$ cat src/core/kid_pkg.sv
// shared constants, types and carriers of the key id download block
package kid_pkg;

  // clock and timing base
  localparam int unsigned KID_CLK_HZ      = 20_000_000;
  localparam int unsigned KID_CYC_PER_MS  = KID_CLK_HZ / 1000;
  localparam int unsigned KID_SYNC_MS     = 100;  // start pulse length
  localparam int unsigned KID_STROBE_MS   = 100;  // strobe period
  localparam int unsigned KID_TAIL_MS     = 100;  // echo wind-down
  localparam int unsigned KID_END_MS      = 200;  // end-of-id hold
  localparam int unsigned KID_FILT_MS     = 20;   // control input filter
  localparam int unsigned KID_FLASH_MS    = 200;  // backlight flash
  localparam int unsigned KID_SYNC_CYC    = KID_SYNC_MS * KID_CYC_PER_MS;
  localparam int unsigned KID_HALF_CYC    = KID_STROBE_MS * KID_CYC_PER_MS
                                            / 2;
  localparam int unsigned KID_TAIL_CYC    = KID_TAIL_MS * KID_CYC_PER_MS;
  localparam int unsigned KID_END_CYC     = KID_END_MS * KID_CYC_PER_MS;
  localparam int unsigned KID_FILT_CYC    = KID_FILT_MS * KID_CYC_PER_MS;
  localparam int unsigned KID_FLASH_CYC   = KID_FLASH_MS * KID_CYC_PER_MS;
  localparam int unsigned KID_TMR_W       = 23;
  localparam int unsigned KID_STRAP_WAIT  = 3;   // edges before strap take

  // identifier layout
  localparam int unsigned KID_ID_W        = 28;
  localparam logic [4:0]  KID_HI_MSB      = 5'h1b;  // bit 27
  localparam logic [4:0]  KID_LO_MSB      = 5'h0d;  // bit 13
  localparam logic [4:0]  KID_PAIR_LAST   = 5'h0d;  // 14 pairs
  localparam logic [4:0]  KID_BIT_LAST    = 5'h1b;  // 28 single bits

  // register map (byte addresses)
  localparam logic [11:0] KID_CTRL_ADDR   = 12'h000;
  localparam logic [11:0] KID_KEYID_ADDR  = 12'h004;
  localparam logic [11:0] KID_MREQ_ADDR   = 12'h008;
  localparam logic [11:0] KID_STAT_ADDR   = 12'h00c;
  localparam int unsigned KID_CTRL_KEY    = 0;   // key present and valid
  localparam int unsigned KID_CTRL_LOCK   = 1;   // lock function configured
  localparam int unsigned KID_CTRL_PSEL   = 2;   // preselection configured
  localparam logic [2:0]  KID_CTRL_RST    = 3'h0;
  localparam logic [2:0]  KID_MODE_MAX    = 3'h4;  // five modes, 0..4
  localparam logic [2:0]  KID_MODE_RST    = 3'h0;

  // status information codes
  localparam logic [3:0]  KID_STAT_NOAUTH = 4'hf;
  localparam logic [3:0]  KID_STAT_SWITCH = 4'he;

  typedef enum logic [1:0] {
    KID_COMM_TX,       // transmitter paced
    KID_COMM_HS,       // request / acknowledge
    KID_COMM_ADV,      // handshake plus lock and confirm
    KID_COMM_ADV2      // second strap code for advanced
  } kid_comm_t;

  typedef enum logic [2:0] {
    KID_TX_IDLE, KID_TX_SYNC, KID_TX_HIGH, KID_TX_LOW, KID_TX_TAIL
  } kid_tx_t;

  typedef enum logic [1:0] {
    KID_HS_IDLE, KID_HS_ACK, KID_HS_END
  } kid_hs_t;

  // pins driven towards the controller
  typedef struct packed {
    logic key_valid_sync;
    logic bit_strobe;
    logic id_tx_hi;
    logic id_tx_lo;
    logic bit_ack;
    logic id_serial_data;
  } kid_link_t;

  // registered apb answer
  typedef struct packed {
    logic        pready;
    logic        pslverr;
    logic [31:0] prdata;
  } kid_apb_t;

endpackage : kid_pkg

$ cat src/core/kid_in_filter.sv
// input synchroniser with a stable-time filter
`timescale 1ns/1ps
module kid_in_filter
  import kid_pkg::*;
#(
  parameter int unsigned W          = 1,
  parameter int unsigned STABLE_CYC = 1,
  parameter logic        INIT       = 1'b0
) (
  input  wire logic         pclk,
  input  wire logic         presetn,
  input  wire logic [W-1:0] pin_in,
  output logic      [W-1:0] level
);

  typedef struct packed {
    logic [W-1:0]         sy1;
    logic [W-1:0]         sy2;
    logic [W-1:0]         lvl;
    logic [KID_TMR_W-1:0] cnt;
  } kid_filt_st_t;

  kid_filt_st_t st;
  kid_filt_st_t next_st;

  // two flops, then a new level is adopted once it held STABLE_CYC cycles
  always_comb begin
    next_st     = st;
    next_st.sy1 = pin_in;
    next_st.sy2 = st.sy1;
    if (st.sy2 == st.lvl) begin
      next_st.cnt = '0;
    end else if (st.cnt >= KID_TMR_W'(STABLE_CYC - 1)) begin
      next_st.lvl = st.sy2;
      next_st.cnt = '0;
    end else begin
      next_st.cnt = st.cnt + 1'b1;
    end
  end

  // state register
  always_ff @(posedge pclk or negedge presetn) begin
    if (!presetn) begin
      st <= '{sy1: {W{INIT}}, sy2: {W{INIT}}, lvl: {W{INIT}}, cnt: '0};
    end else begin
      st <= next_st;
    end
  end

  assign level = st.lvl;

endmodule : kid_in_filter

$ cat src/core/kid_key_download.sv
// key id download, mode lock and preselection with apb registers
//
// Notes on behaviour
// - transmitter mode: sync low without key, 100 ms high pulse at start.
// - strobe is a 100 ms square wave, rising edge marks valid bit pair.
// - high line sends bits 27..14, low line bits 13..0, one per period.
// - at each strobe fall the echo is sampled and compared.
// - echo mismatch aborts, pulses sync again and restarts until correct.
// - handshake mode: sync follows key validity; no requests while low.
// - ack high only while the serial data bit may be evaluated.
// - serial line sends 28 bits, msb first, bit 27 down to 0.
// - request rise presents bit and raises ack; request fall drops ack.
// - answers within 10 ms; data held; may start right after sync.
// - after last request fall ack stays high 200 ms as end mark.
// - all 28 bits requested before a fresh download starts.
// - lock input adopted after 20 ms stable; low locks, ends preselect.
// - confirm input adopted after 20 ms; low holds mode outputs.
// - change while locked: flash backlight, no-auth status, no switch.
// - lock inactive while first controller input is held at one.
// - communication mode strap sampled once after power-on only; here it is taken again after every presetn release.
//
// The register addresses and the APB slave port were left to the implementer.
`timescale 1ns/1ps
module kid_key_download
  import kid_pkg::*;
#(
  parameter int unsigned SYNC_CYC  = KID_SYNC_CYC,
  parameter int unsigned HALF_CYC  = KID_HALF_CYC,
  parameter int unsigned TAIL_CYC  = KID_TAIL_CYC,
  parameter int unsigned END_CYC   = KID_END_CYC,
  parameter int unsigned FILT_CYC  = KID_FILT_CYC,
  parameter int unsigned FLASH_CYC = KID_FLASH_CYC
) (
  input  wire logic        pclk,
  input  wire logic        presetn,
  // apb slave
  input  wire logic [11:0] paddr,
  input  wire logic        psel,
  input  wire logic        penable,
  input  wire logic        pwrite,
  input  wire logic [31:0] pwdata,
  output logic      [31:0] prdata,
  output logic             pready,
  output logic             pslverr,
  // strap and controller inputs
  input  wire logic [1:0]  comm_mode_strap,
  input  wire logic        echo_hi,
  input  wire logic        echo_lo,
  input  wire logic        bit_request,
  input  wire logic        host_input_0,
  input  wire logic        host_input_1,
  // outputs towards the controller
  output logic             key_valid_sync,
  output logic             bit_strobe,
  output logic             id_tx_hi,
  output logic             id_tx_lo,
  output logic             bit_ack,
  output logic             id_serial_data,
  // mode side
  output logic [4:0]       mode_outputs,
  output logic [3:0]       status_info_outputs,
  output logic             backlight_flash
);

  typedef struct packed {
    kid_comm_t               comm;
    logic [1:0]              strap_wait;
    logic                    strap_taken;
    logic [2:0]              ctrl;
    logic [KID_ID_W-1:0]     key_id;
    kid_tx_t                 tx;
    kid_hs_t                 hs;
    logic [KID_TMR_W-1:0]    tmr;
    logic [4:0]              idx;
    logic                    req_prev;
    logic                    done;
    logic [7:0]              retries;
    kid_link_t               link;
    logic [2:0]              cur_mode;
    logic [2:0]              pre_mode;
    logic                    pending;
    logic [KID_TMR_W-1:0]    flash_tmr;
    logic                    flash;
    logic [3:0]              status;
    logic [4:0]              mode_out;
    kid_apb_t                apb;
  } kid_state_t;

  kid_state_t s;
  kid_state_t next_s;

  logic [1:0] strap_sync;
  logic [1:0] echo_sync;
  logic       req_sync;
  logic       lock_level;
  logic       confirm_level;

  // plain two-flop synchronisers for strap, echo and request pins
  kid_in_filter #(.W(2), .STABLE_CYC(1), .INIT(1'b0)) u_strap (
    .pclk    (pclk),
    .presetn (presetn),
    .pin_in  (comm_mode_strap),
    .level   (strap_sync)
  );

  kid_in_filter #(.W(2), .STABLE_CYC(1), .INIT(1'b0)) u_echo (
    .pclk    (pclk),
    .presetn (presetn),
    .pin_in  ({echo_hi, echo_lo}),
    .level   (echo_sync)
  );

  kid_in_filter #(.W(1), .STABLE_CYC(1), .INIT(1'b0)) u_req (
    .pclk    (pclk),
    .presetn (presetn),
    .pin_in  (bit_request),
    .level   (req_sync)
  );

  // lock and confirm levels adopted only after 20 ms of stability
  kid_in_filter #(.W(1), .STABLE_CYC(FILT_CYC), .INIT(1'b1)) u_lock (
    .pclk    (pclk),
    .presetn (presetn),
    .pin_in  (host_input_0),
    .level   (lock_level)
  );

  kid_in_filter #(.W(1), .STABLE_CYC(FILT_CYC), .INIT(1'b0)) u_conf (
    .pclk    (pclk),
    .presetn (presetn),
    .pin_in  (host_input_1),
    .level   (confirm_level)
  );

  logic       adv;
  logic       lock_on;
  logic       key_ok;
  logic       wr_en;
  logic       rd_en;
  logic [4:0] nidx;

  always_comb begin
    adv     = (s.comm == KID_COMM_ADV) || (s.comm == KID_COMM_ADV2);
    // a high level on the lock input deactivates the lock
    lock_on = adv && s.ctrl[KID_CTRL_LOCK] && !lock_level;
    key_ok  = s.ctrl[KID_CTRL_KEY] && s.strap_taken;
    wr_en   = psel && penable && pwrite && s.apb.pready;
    rd_en   = psel && penable && !s.apb.pready;
    nidx    = s.idx + 5'h01;
  end

  // next state
  always_comb begin
    next_s = s;

    // strap caught once, a few edges after reset release
    if (!s.strap_taken) begin
      if (s.strap_wait == 2'(KID_STRAP_WAIT)) begin
        next_s.comm        = kid_comm_t'(strap_sync);
        next_s.strap_taken = 1'b1;
      end else begin
        next_s.strap_wait = s.strap_wait + 2'h1;
      end
    end

    // apb: one wait state, answer registered
    next_s.apb.pready  = rd_en;
    next_s.apb.pslverr = 1'b0;
    next_s.apb.prdata  = '0;
    if (rd_en) begin
      case (paddr)
        KID_CTRL_ADDR:  next_s.apb.prdata = {29'h0, s.ctrl};
        KID_KEYID_ADDR: next_s.apb.prdata = {4'h0, s.key_id};
        KID_MREQ_ADDR:  next_s.apb.prdata = {29'h0, s.pre_mode};
        KID_STAT_ADDR:  next_s.apb.prdata = {11'h0, s.idx, s.retries,
                                             s.done, lock_on, s.pending,
                                             s.cur_mode, s.comm};
        default:        next_s.apb.pslverr = !pwrite;  // writes ignored
      endcase
    end
    if (wr_en) begin
      case (paddr)
        KID_CTRL_ADDR:  next_s.ctrl   = pwdata[2:0];
        KID_KEYID_ADDR: next_s.key_id = pwdata[KID_ID_W-1:0];
        default:        ;
      endcase
    end

    // handshake request edge tracking
    next_s.req_prev = req_sync;
    if (!s.ctrl[KID_CTRL_KEY]) begin
      next_s.done = 1'b0;
    end

    if (s.comm == KID_COMM_TX) begin
      // transmitter paced download
      next_s.tmr = s.tmr + 1'b1;
      case (s.tx)
        KID_TX_IDLE: begin
          next_s.link = '0;
          next_s.tmr  = '0;
          if (key_ok && !s.done) begin
            next_s.link.key_valid_sync = 1'b1;
            next_s.tx                  = KID_TX_SYNC;
          end
        end
        KID_TX_SYNC: begin
          if (s.tmr == KID_TMR_W'(SYNC_CYC - 1)) begin
            next_s.tmr                 = '0;
            next_s.idx                 = '0;
            next_s.link.key_valid_sync = 1'b0;
            next_s.link.bit_strobe     = 1'b1;
            next_s.link.id_tx_hi       = s.key_id[KID_HI_MSB];
            next_s.link.id_tx_lo       = s.key_id[KID_LO_MSB];
            next_s.tx                  = KID_TX_HIGH;
          end
        end
        KID_TX_HIGH: begin
          if (s.tmr == KID_TMR_W'(HALF_CYC - 1)) begin
            next_s.tmr             = '0;
            next_s.link.bit_strobe = 1'b0;
            // the echo must be settled by the strobe fall
            if (echo_sync != {s.link.id_tx_hi, s.link.id_tx_lo}) begin
              next_s.retries             = s.retries + 8'h01;
              next_s.link                = '0;
              next_s.link.key_valid_sync = 1'b1;
              next_s.tx                  = KID_TX_SYNC;
            end else begin
              next_s.tx = KID_TX_LOW;
            end
          end
        end
        KID_TX_LOW: begin
          if (s.tmr == KID_TMR_W'(HALF_CYC - 1)) begin
            next_s.tmr = '0;
            if (s.idx == KID_PAIR_LAST) begin
              next_s.link.id_tx_hi = 1'b0;
              next_s.link.id_tx_lo = 1'b0;
              next_s.tx            = KID_TX_TAIL;
            end else begin
              next_s.idx             = nidx;
              next_s.link.bit_strobe = 1'b1;
              next_s.link.id_tx_hi   = s.key_id[KID_HI_MSB - nidx];
              next_s.link.id_tx_lo   = s.key_id[KID_LO_MSB - nidx];
              next_s.tx              = KID_TX_HIGH;
            end
          end
        end
        KID_TX_TAIL: begin
          // leave the controller time to wind its echo down
          if (s.tmr == KID_TMR_W'(TAIL_CYC - 1)) begin
            next_s.done = 1'b1;
            next_s.tx   = KID_TX_IDLE;
          end
        end
        default: next_s.tx = KID_TX_IDLE;
      endcase
      if (!key_ok) begin
        next_s.link = '0;
        next_s.tx   = KID_TX_IDLE;
      end
    end else begin
      // handshake download, also used in advanced mode
      next_s.link.key_valid_sync = key_ok;
      next_s.link.bit_strobe     = 1'b0;
      next_s.link.id_tx_hi       = 1'b0;
      next_s.link.id_tx_lo       = 1'b0;
      case (s.hs)
        KID_HS_IDLE: begin
          next_s.link.bit_ack = 1'b0;
          if (key_ok && req_sync && !s.req_prev) begin
            // answer one cycle after the synchronised edge
            next_s.link.id_serial_data =
              s.key_id[KID_BIT_LAST - s.idx];
            next_s.link.bit_ack        = 1'b1;
            next_s.hs                  = KID_HS_ACK;
          end
        end
        KID_HS_ACK: begin
          if (!req_sync) begin
            if (s.idx == KID_BIT_LAST) begin
              next_s.tmr = '0;
              next_s.hs  = KID_HS_END;
            end else begin
              next_s.idx          = nidx;
              next_s.link.bit_ack = 1'b0;
              next_s.hs           = KID_HS_IDLE;
            end
          end
        end
        KID_HS_END: begin
          next_s.tmr = s.tmr + 1'b1;
          if (s.tmr == KID_TMR_W'(END_CYC - 1)) begin
            next_s.link.bit_ack        = 1'b0;
            next_s.link.id_serial_data = 1'b0;
            next_s.idx                 = '0;
            next_s.done                = 1'b1;
            next_s.hs                  = KID_HS_IDLE;
          end
        end
        default: next_s.hs = KID_HS_IDLE;
      endcase
      if (!key_ok) begin
        next_s.link = '0;
        next_s.idx  = '0;
        next_s.hs   = KID_HS_IDLE;
      end
    end

    // mode selection: lock, preselection and confirm
    if (s.flash_tmr != '0) begin
      next_s.flash_tmr = s.flash_tmr - 1'b1;
    end else begin
      next_s.flash  = 1'b0;
      next_s.status = {1'b0, s.cur_mode};
    end
    if (adv && s.ctrl[KID_CTRL_LOCK] && !lock_level) begin
      next_s.pending = 1'b0;
    end
    if (wr_en && (paddr == KID_MREQ_ADDR) &&
        (pwdata[2:0] <= KID_MODE_MAX)) begin
      if (lock_on) begin
        next_s.flash     = 1'b1;
        next_s.status    = KID_STAT_NOAUTH;
        next_s.flash_tmr = KID_TMR_W'(FLASH_CYC - 1);
      end else if (adv && s.ctrl[KID_CTRL_PSEL]) begin
        next_s.pre_mode = pwdata[2:0];                   // last one wins
        next_s.pending  = 1'b1;
      end else begin
        next_s.cur_mode = pwdata[2:0];
      end
    end else if (s.pending && confirm_level && !lock_on) begin
      next_s.cur_mode  = s.pre_mode;
      next_s.pending   = 1'b0;
      next_s.status    = KID_STAT_SWITCH;
      next_s.flash_tmr = KID_TMR_W'(FLASH_CYC - 1);
    end
    next_s.mode_out = 5'h01 << next_s.cur_mode;
  end

  // state register
  always_ff @(posedge pclk or negedge presetn) begin
    if (!presetn) begin
      s          <= '0;
      s.cur_mode <= KID_MODE_RST;
      s.ctrl     <= KID_CTRL_RST;
      s.mode_out <= 5'h01;
    end else begin
      s <= next_s;
    end
  end

  // outputs straight from the state flops
  assign prdata              = s.apb.prdata;
  assign pready              = s.apb.pready;
  assign pslverr             = s.apb.pslverr;
  assign key_valid_sync      = s.link.key_valid_sync;
  assign bit_strobe          = s.link.bit_strobe;
  assign id_tx_hi            = s.link.id_tx_hi;
  assign id_tx_lo            = s.link.id_tx_lo;
  assign bit_ack             = s.link.bit_ack;
  assign id_serial_data      = s.link.id_serial_data;
  assign mode_outputs        = s.mode_out;
  assign status_info_outputs = s.status;
  assign backlight_flash     = s.flash;

endmodule : kid_key_download

$ cat config.mk
export PLATFORM = sky130hd
export DESIGN_NAME = kid_key_download
export DESIGN_NICKNAME = d
export VERILOG_FILES = /design/src/core/kid_pkg.sv /design/src/core/kid_in_filter.sv /design/src/core/kid_key_download.sv
export SDC_FILE = /design/constraint.sdc
export NUM_CORES = 1
export LEC_CHECK = 0
export BUFFER_PORTS_ARGS = -buffer_cell sky130_fd_sc_hd__buf_4
export CORE_ASPECT_RATIO = 1.75
export CORE_MARGIN = 2
export CORE_UTILIZATION = 30
export DETAILED_ROUTE_END_ITERATION = 7
export GPL_ROUTABILITY_DRIVEN = 0
export SETUP_SLACK_MARGIN = 0.2
export SYNTH_ARGS = -nofsm -noshare
export SYNTH_HDL_FRONTEND = slang
export SYNTH_HIERARCHICAL = 1
export SYNTH_SLANG_ARGS = --single-unit
$ cat constraint.sdc
create_clock -name pclk -period 4.8 [get_ports pclk]
set_input_delay 0.24 -clock pclk [delete_from_list [all_inputs] [get_ports pclk]]
set_output_delay 0.24 -clock pclk [all_outputs]
set_load 0.01 [all_outputs]
### Yosys cells after proc, flatten, opt, wreduce, memory -nomap -nowiden

Cells that the tools add are included.

* bits of input ports: 56
* logic and storage cells: 267
* flip-flop bits (word level): 295

* mux-type cells: 86
* shift-type cells: 1
* bitwise logic cells: 9
* equality and inequality tests: 52
* magnitude comparators: 9
* reductions and logical operators: 49
* $add $sub $neg: 13

Operator list (count)
* 2-to-1 mux 23 bit: 13
* adder 23 x 1 -> 23 bit (second input constant): 6
* 2-to-1 mux 28 bit: 4
* one-hot mux 28 bit (4 select lines): 1
* one-hot mux 23 bit (4 select lines): 1
* greater-or-equal comparator 23 x 1 -> 1 bit (second input constant): 3
* one-hot mux 28 bit (2 select lines): 1
* 2-to-1 mux 24 bit: 2
* greater-or-equal comparator 23 x 19 -> 1 bit (second input constant): 2
* != test 3 bit (second input constant): 13
* != test 4 bit (second input constant): 9
* 2-to-1 mux 3 bit: 11
* 2-to-1 mux 33 bit: 1
* 2-to-1 mux 30 bit: 1
* 2-to-1 mux 6 bit: 5
* 2-to-1 mux 5 bit: 5
* equality test 12 x 4 -> 1 bit (second input constant): 2
* equality test 23 x 20 -> 1 bit (second input constant): 1
* equality test 23 x 21 -> 1 bit (second input constant): 1
* equality test 23 x 22 -> 1 bit (second input constant): 1
* nonzero test 23 bit: 1
* subtractor 23 x 1 -> 23 bit (second input constant): 1
* < comparator 5 x 6 -> 1 bit (second input constant): 3
* 2-to-1 mux 1 bit: 18
* 51 further kinds: 113

### Longest topological paths before layout

* depth in word-level cells: 9
* depth in mapped cells: 11
* depth with buffers taken out: 9

### Modules after synthesis

The synthesis kept the hierarchy.

Modules (own cells, without submodules)
* kid_key_download: cells an instance 836, instances 1, area each 8699.6 µm², sequential area each 3880.0 µm²
* kid_in_filter at u_lock: cells an instance 110, instances 1, area each 1158.6 µm², sequential area each 654.4 µm²
* kid_in_filter at u_conf: cells an instance 110, instances 1, area each 1154.9 µm², sequential area each 650.6 µm²
* kid_in_filter at u_echo ...: cells an instance 10, instances 2, area each 172.7 µm², sequential area each 150.1 µm²
* kid_in_filter at u_req: cells an instance 4, instances 1, area each 78.8 µm², sequential area each 75.1 µm²

### Worst setup path before layout

Ideal clock, no wire load.

* kind: reg-to-reg
* from: register s[91] in the netlist's numbering
* to: register s, in the netlist id_tx_lo
* slack: 1.666 ns
* buffers on the path: 2
* stages on the path, launching flop included: 11
* library setup time: 0.131 ns
* clock period less this slack: 3.134 ns
* arrival time: 3.003 ns
* cells stage by stage: dfrtp_1 buf_1 inv_1 ha_1 inv_1 ha_1 buf_1 mux4_2 mux4_2 mux2i_1 o211ai_1

* cells in the longest elaborated chain, start to end: 9
* elaborated cells on any way between the ends: 10

Ends and longest elaborated chain
* from (decl): line kid_key_download.sv:89 `kid_state_t s;`
* from (signal assigned): line kid_key_download.sv:349 `s <= next_s;`
* adder 5 x 1 -> 5 bit: line kid_key_download.sv:149 `nidx = s.idx + 5'h01;`
* subtractor 4 x 5 -> 5 bit: line kid_key_download.sv:244 `next_s.link.id_tx_lo = s.key_id[KID_LO_MSB - nidx];`
* binary-select mux 1 bit (select 5 bit): line kid_key_download.sv:244
* 2-to-1 mux 1 bit (implied by the code): line kid_key_download.sv:244
* 2-to-1 mux 2 bit (*): line kid_key_download.sv:236 `if (s.idx == KID_PAIR_LAST) begin`
* 2-to-1 mux 3 bit (*): line kid_key_download.sv:234 `if (s.tmr == KID_TMR_W'(HALF_CYC - 1)) begin`
* one-hot mux 3 bit (4 select lines) (*): line kid_key_download.sv:198 `case (s.tx)`
* 2-to-1 mux 6 bit (*): line kid_key_download.sv:258 `if (!key_ok) begin`
* 2-to-1 mux 6 bit (*): line kid_key_download.sv:195 `if (s.comm == KID_COMM_TX) begin`

Mark *: on every way between the ends. The rest lies on a longest branch, timed or not. The select of a mux whose other input is x is not followed.
A chain may end at the register's enable or synchronous reset.

### Worst setup path in the final report

* from: register s[90] in the netlist's numbering
* to: register s, in the netlist id_tx_lo

Same word-level chain as after synthesis.

==> reports/qor_table.md <==
| Item | Value |
|---|---|
| Setup repair bufs after CTS | 0 |
| Overall routed net length | 28.4 mm |
| Total negative slack for setup checks | 0 ps |
| Count of boundary I/O pins | 106 |
| Number of antenna violations at the first check in global routing | 0 |
| Sequential area share after synthesis | 48.6% |
| Area of the core | 37,600 µm² |
| Setup repair after global routing missed its margin | no |
| Most common cell after layout, fill and taps aside | sky130_fd_sc_hd__dfrtp_1 |
| Final Hold Vio Count | 0 |
| Global-route wire length before repair | 46.8 mm |
| Count of flip-flops with a built-in enable after synthesis | 0 |
| Latest clock arrival within the worst-skew pair | 530 ps |
| Hold WS | 173 ps |
| Measured slew at the worst slew-check pin | 964 ps |
| Synth warn | 6 |
| Highest attainable clock frequency | 262 MHz |
| Max cap viols | 0 |
| Share of async-settable or async-resettable flops after synthesis | 100% |
| Worst reg2reg setup slack | 990 ps |
| CTS tree | yes |
| Total grt overflow | 0 |
| Aggregate global-route resource usage | 14.6% |
| Post-CTS resize count | 0 |
| Share of cells above drive strength 1 | 19.8% |
| Min-Delay Path Class | input pin to register |
| Number of nets in the layout | 1,235 |
| Synth cell types | 84 |
| Worst setup path startpoint | s[90]$_DFFE_PN0P_ |
| Required time at the worst-slack endpoint | 5200 ps |
| Mapped Cells | 1,080 |
| Clock-pin slew of the registers on the worst-case setup and hold paths | 60 ps |
| Launch point of the worst reg-to-reg path | s[90]$_DFFE_PN0P_ |
| Clock share of power | 48.1% |
| Layout Area Growth over Synthesis | 18.0% |
| Initial Util | 30.4% |
| Mean Syn Cell Area | 10.6 µm² |
| CP Capture Type | register |
| Endpoint of the worst register-to-register path | id_tx_lo$_DFFE_PN0P_ |
| Pwr/cell area | 294 nW/µm² |
| Synthesized cell area | 11,400 µm² |
| Detailed-route via count | 8,411 |
| Tcrit/Tclk final | 79.4% |
| Worst setup path category | register to register |
| Quantity of hold-fixing buffers added after cts | 38 |
| Clock root buffer | sky130_fd_sc_hd__clkbuf_16 |
| Detailed-router iteration count before antenna repair | 5 |
| VDD IR max | 0.246 mV |
| Combinational power share | 3.9% |
| Sequential share of power | 48.0% |
| Number of buffers inserted by port buffering | 97 |
| Number of nets with antenna violations after routing | 0 |
| Reported net switching power | 0.872 mW |
| Max-Slew Margin vs Limit | 35.5% |
| DP HPWL | 20.5 mm |
| Hold Path Depth | 3 |
| Maximum number of pins on one net before global-route repair | 122 |
| Crit path capture | id_tx_lo$_DFFE_PN0P_ |
| Drc violations | 0 |
| Horizontal die dimension | 152 µm |
| Chip Height | 262 µm |
| Sw Ratio | 22.0% |
| H-Tree Depth | 1 |
| #FFs+latches synth | 222 |
| Setup slack of the critical path after layout | 987 ps |
| Internal cell power | 3.10 mW |
| Buffer levels on the longest clock path | 3 |
| Worst endpoint data arrival time | 4210 ps |
| Clock period minus worst slack | 3810 ps |
| Final Total Pwr | 3.97 mW |
| Pins Over Slew Limit | 0 |
| Most frequently used flop master after synthesis | sky130_fd_sc_hd__dfrtp_1 |
| Result of the run | finished clean |
| Post-placement setup slack | 990 ps |
| Detailed router's first-iteration violation count | 476 |
| Routed wire per std cell | 17.1 µm |
| Setup Viol. Count Final | 0 |
| DR vias/cell | 5.07 |
| Clock tree skew after final layout | 18.0 ps |
| Die area | 39,800 µm² |
| Number of CTS-inserted buffers | 23 |
| Most frequent cells in the layout | 218 x sky130_fd_sc_hd__dfrtp_1, 134 x sky130_fd_sc_hd__nor2_1, 100 x sky130_fd_sc_hd__buf_4 |
| Clock Sink Count | 222 |
| Total instance count after detailed placement | 1,579 |
| Worst Path Max Fanout | 18 |
| ANT cells | 0 |
| Row Count | 94 |
| Reg2Reg Depth | 7 |
| CP startpoint kind | register |
| Final std cells w/o fill | 1,659 |
| Number of global-route vias before repair | 8,849 |
| Total leakage power | 5.81 nW |
[cell families after synthesis]
kind of cell             Yosys count  share of synthesized area, %
AND/OR/NAND/NOR                  445                          20.0
flip-flops                       222                          48.6
AO/OA/AOI/OAI                    120                          7.57
buffers and inverters            113                          5.60
multiplexers                      82                          10.3
XOR/XNOR                          78                          5.97
adder cells (fa/ha/maj)           17                          1.86
other                              3                        0.0985
[how the worst min path moves through the flow]
stage / startpoint / end / slack, ps
global route: penable / pready$_DFF_PN0_ / 170
CTS: penable / pready$_DFF_PN0_ / 140
global placement: u_echo/st[25]$_DFF_PN0_ / u_echo/level[0]$_DFFE_PN0P_ / 340
detailed placement: u_strap/st[26]$_DFF_PN0_ / u_strap/level[1]$_DFFE_PN0P_ / 330
finish: penable / pready$_DFF_PN0_ / 170
floorplan: presetn / backlight_flash$_DFF_PN0_ / -60
[routing by layer]
| metal | wire length (µm) | GRT usage, % |
|---|---|---|
| met5 | 0 | 0 |
| met4 | 1440 | 7.23 |
| met3 | 1330 | 2.33 |
| met2 | 15100 | 26.5 |
| met1 | 10600 | 16.3 |
[synthesized netlist by cell type, drive strengths merged, types with 7 or more instances]
master | count | area share [%]
nand3 | 55 | 2.5
mux2i | 13 | 1.1
and3 | 28 | 1.5
mux2 | 45 | 4.4
nor4 | 12 | 0.71
xor2 | 51 | 3.9
ha | 17 | 1.9
nand4 | 27 | 1.5
nor2 | 135 | 4.5
nor3 | 24 | 1.1
o211ai | 7 | 0.46
or3 | 12 | 0.66
o21ai | 19 | 0.83
nand2 | 83 | 2.7
dfrtp | 218 | 48
nor2b | 7 | 0.40
xnor2 | 27 | 2.1
a21oi | 22 | 1.0
inv | 21 | 0.69
buf | 63 | 4.0
mux4 | 24 | 4.7
a22oi | 19 | 1.2
and2 | 8 | 0.44
clkbuf | 29 | 0.95
[layout make-up]
| class | instances | area, µm² |
|---|---|---|
| Sequential cell | 222 | 5560 |
| Inverter | 21 | 78.8 |
| Multi-Input combinational cell | 754 | 5270 |
| Timing Repair Buffer | 140 | 1170 |
| Clock inverter | 11 | 150 |
| Clock buffer | 31 | 666 |
| Tap cell | 480 | 601 |
| Fill cell | 3756 | 24100 |
[through the flow]
| step | util, % | instance area (µm²) |
|---|---|---|
| CTS | 35.8 | 13500 |
| floorplan | - | 11500 |
| detailed placement | 32.7 | 12300 |
| global route | 35.8 | 13500 |
| global placement | 32.7 | 12300 |
| finish | 35.8 | 13500 |
[registers in the layout, indices dropped and copies added (netlist names), 2 cells and up]
signal / cells
s: 109
prdata: 28
u_conf/st: 24
u_lock/st: 24
mode_outputs: 5
status_info_outputs: 4
u_echo/level: 2
u_echo/next_st: 2
u_echo/st: 2
u_strap/level: 2
u_strap/next_st: 2
u_strap/st: 2
[power groups by stage]
stage / Clock (mW) / Combinational [mW] / Sequential (mW)
2_1_floorplan: 0 / 0.0513 / 1.93
3_3_place_gp: 0 / 0.129 / 1.94
3_5_place_dp: 0 / 0.131 / 1.94
4_1_cts: 1.98 / 0.157 / 1.90
5_1_grt: 2.04 / 0.172 / 1.91
6_report: 1.91 / 0.153 / 1.91
[critical path, stage by stage (launching register included)]
cell and delay, ps:
sky130_fd_sc_hd__dfrtp_1 780, sky130_fd_sc_hd__ha_1 430, sky130_fd_sc_hd__xor2_1 580, sky130_fd_sc_hd__ha_1 450
sky130_fd_sc_hd__mux4_2 550, sky130_fd_sc_hd__mux4_2 480, sky130_fd_sc_hd__mux2i_1 280, sky130_fd_sc_hd__o211ai_1 120
Note: power is estimated with default switching activity, not from simulation.
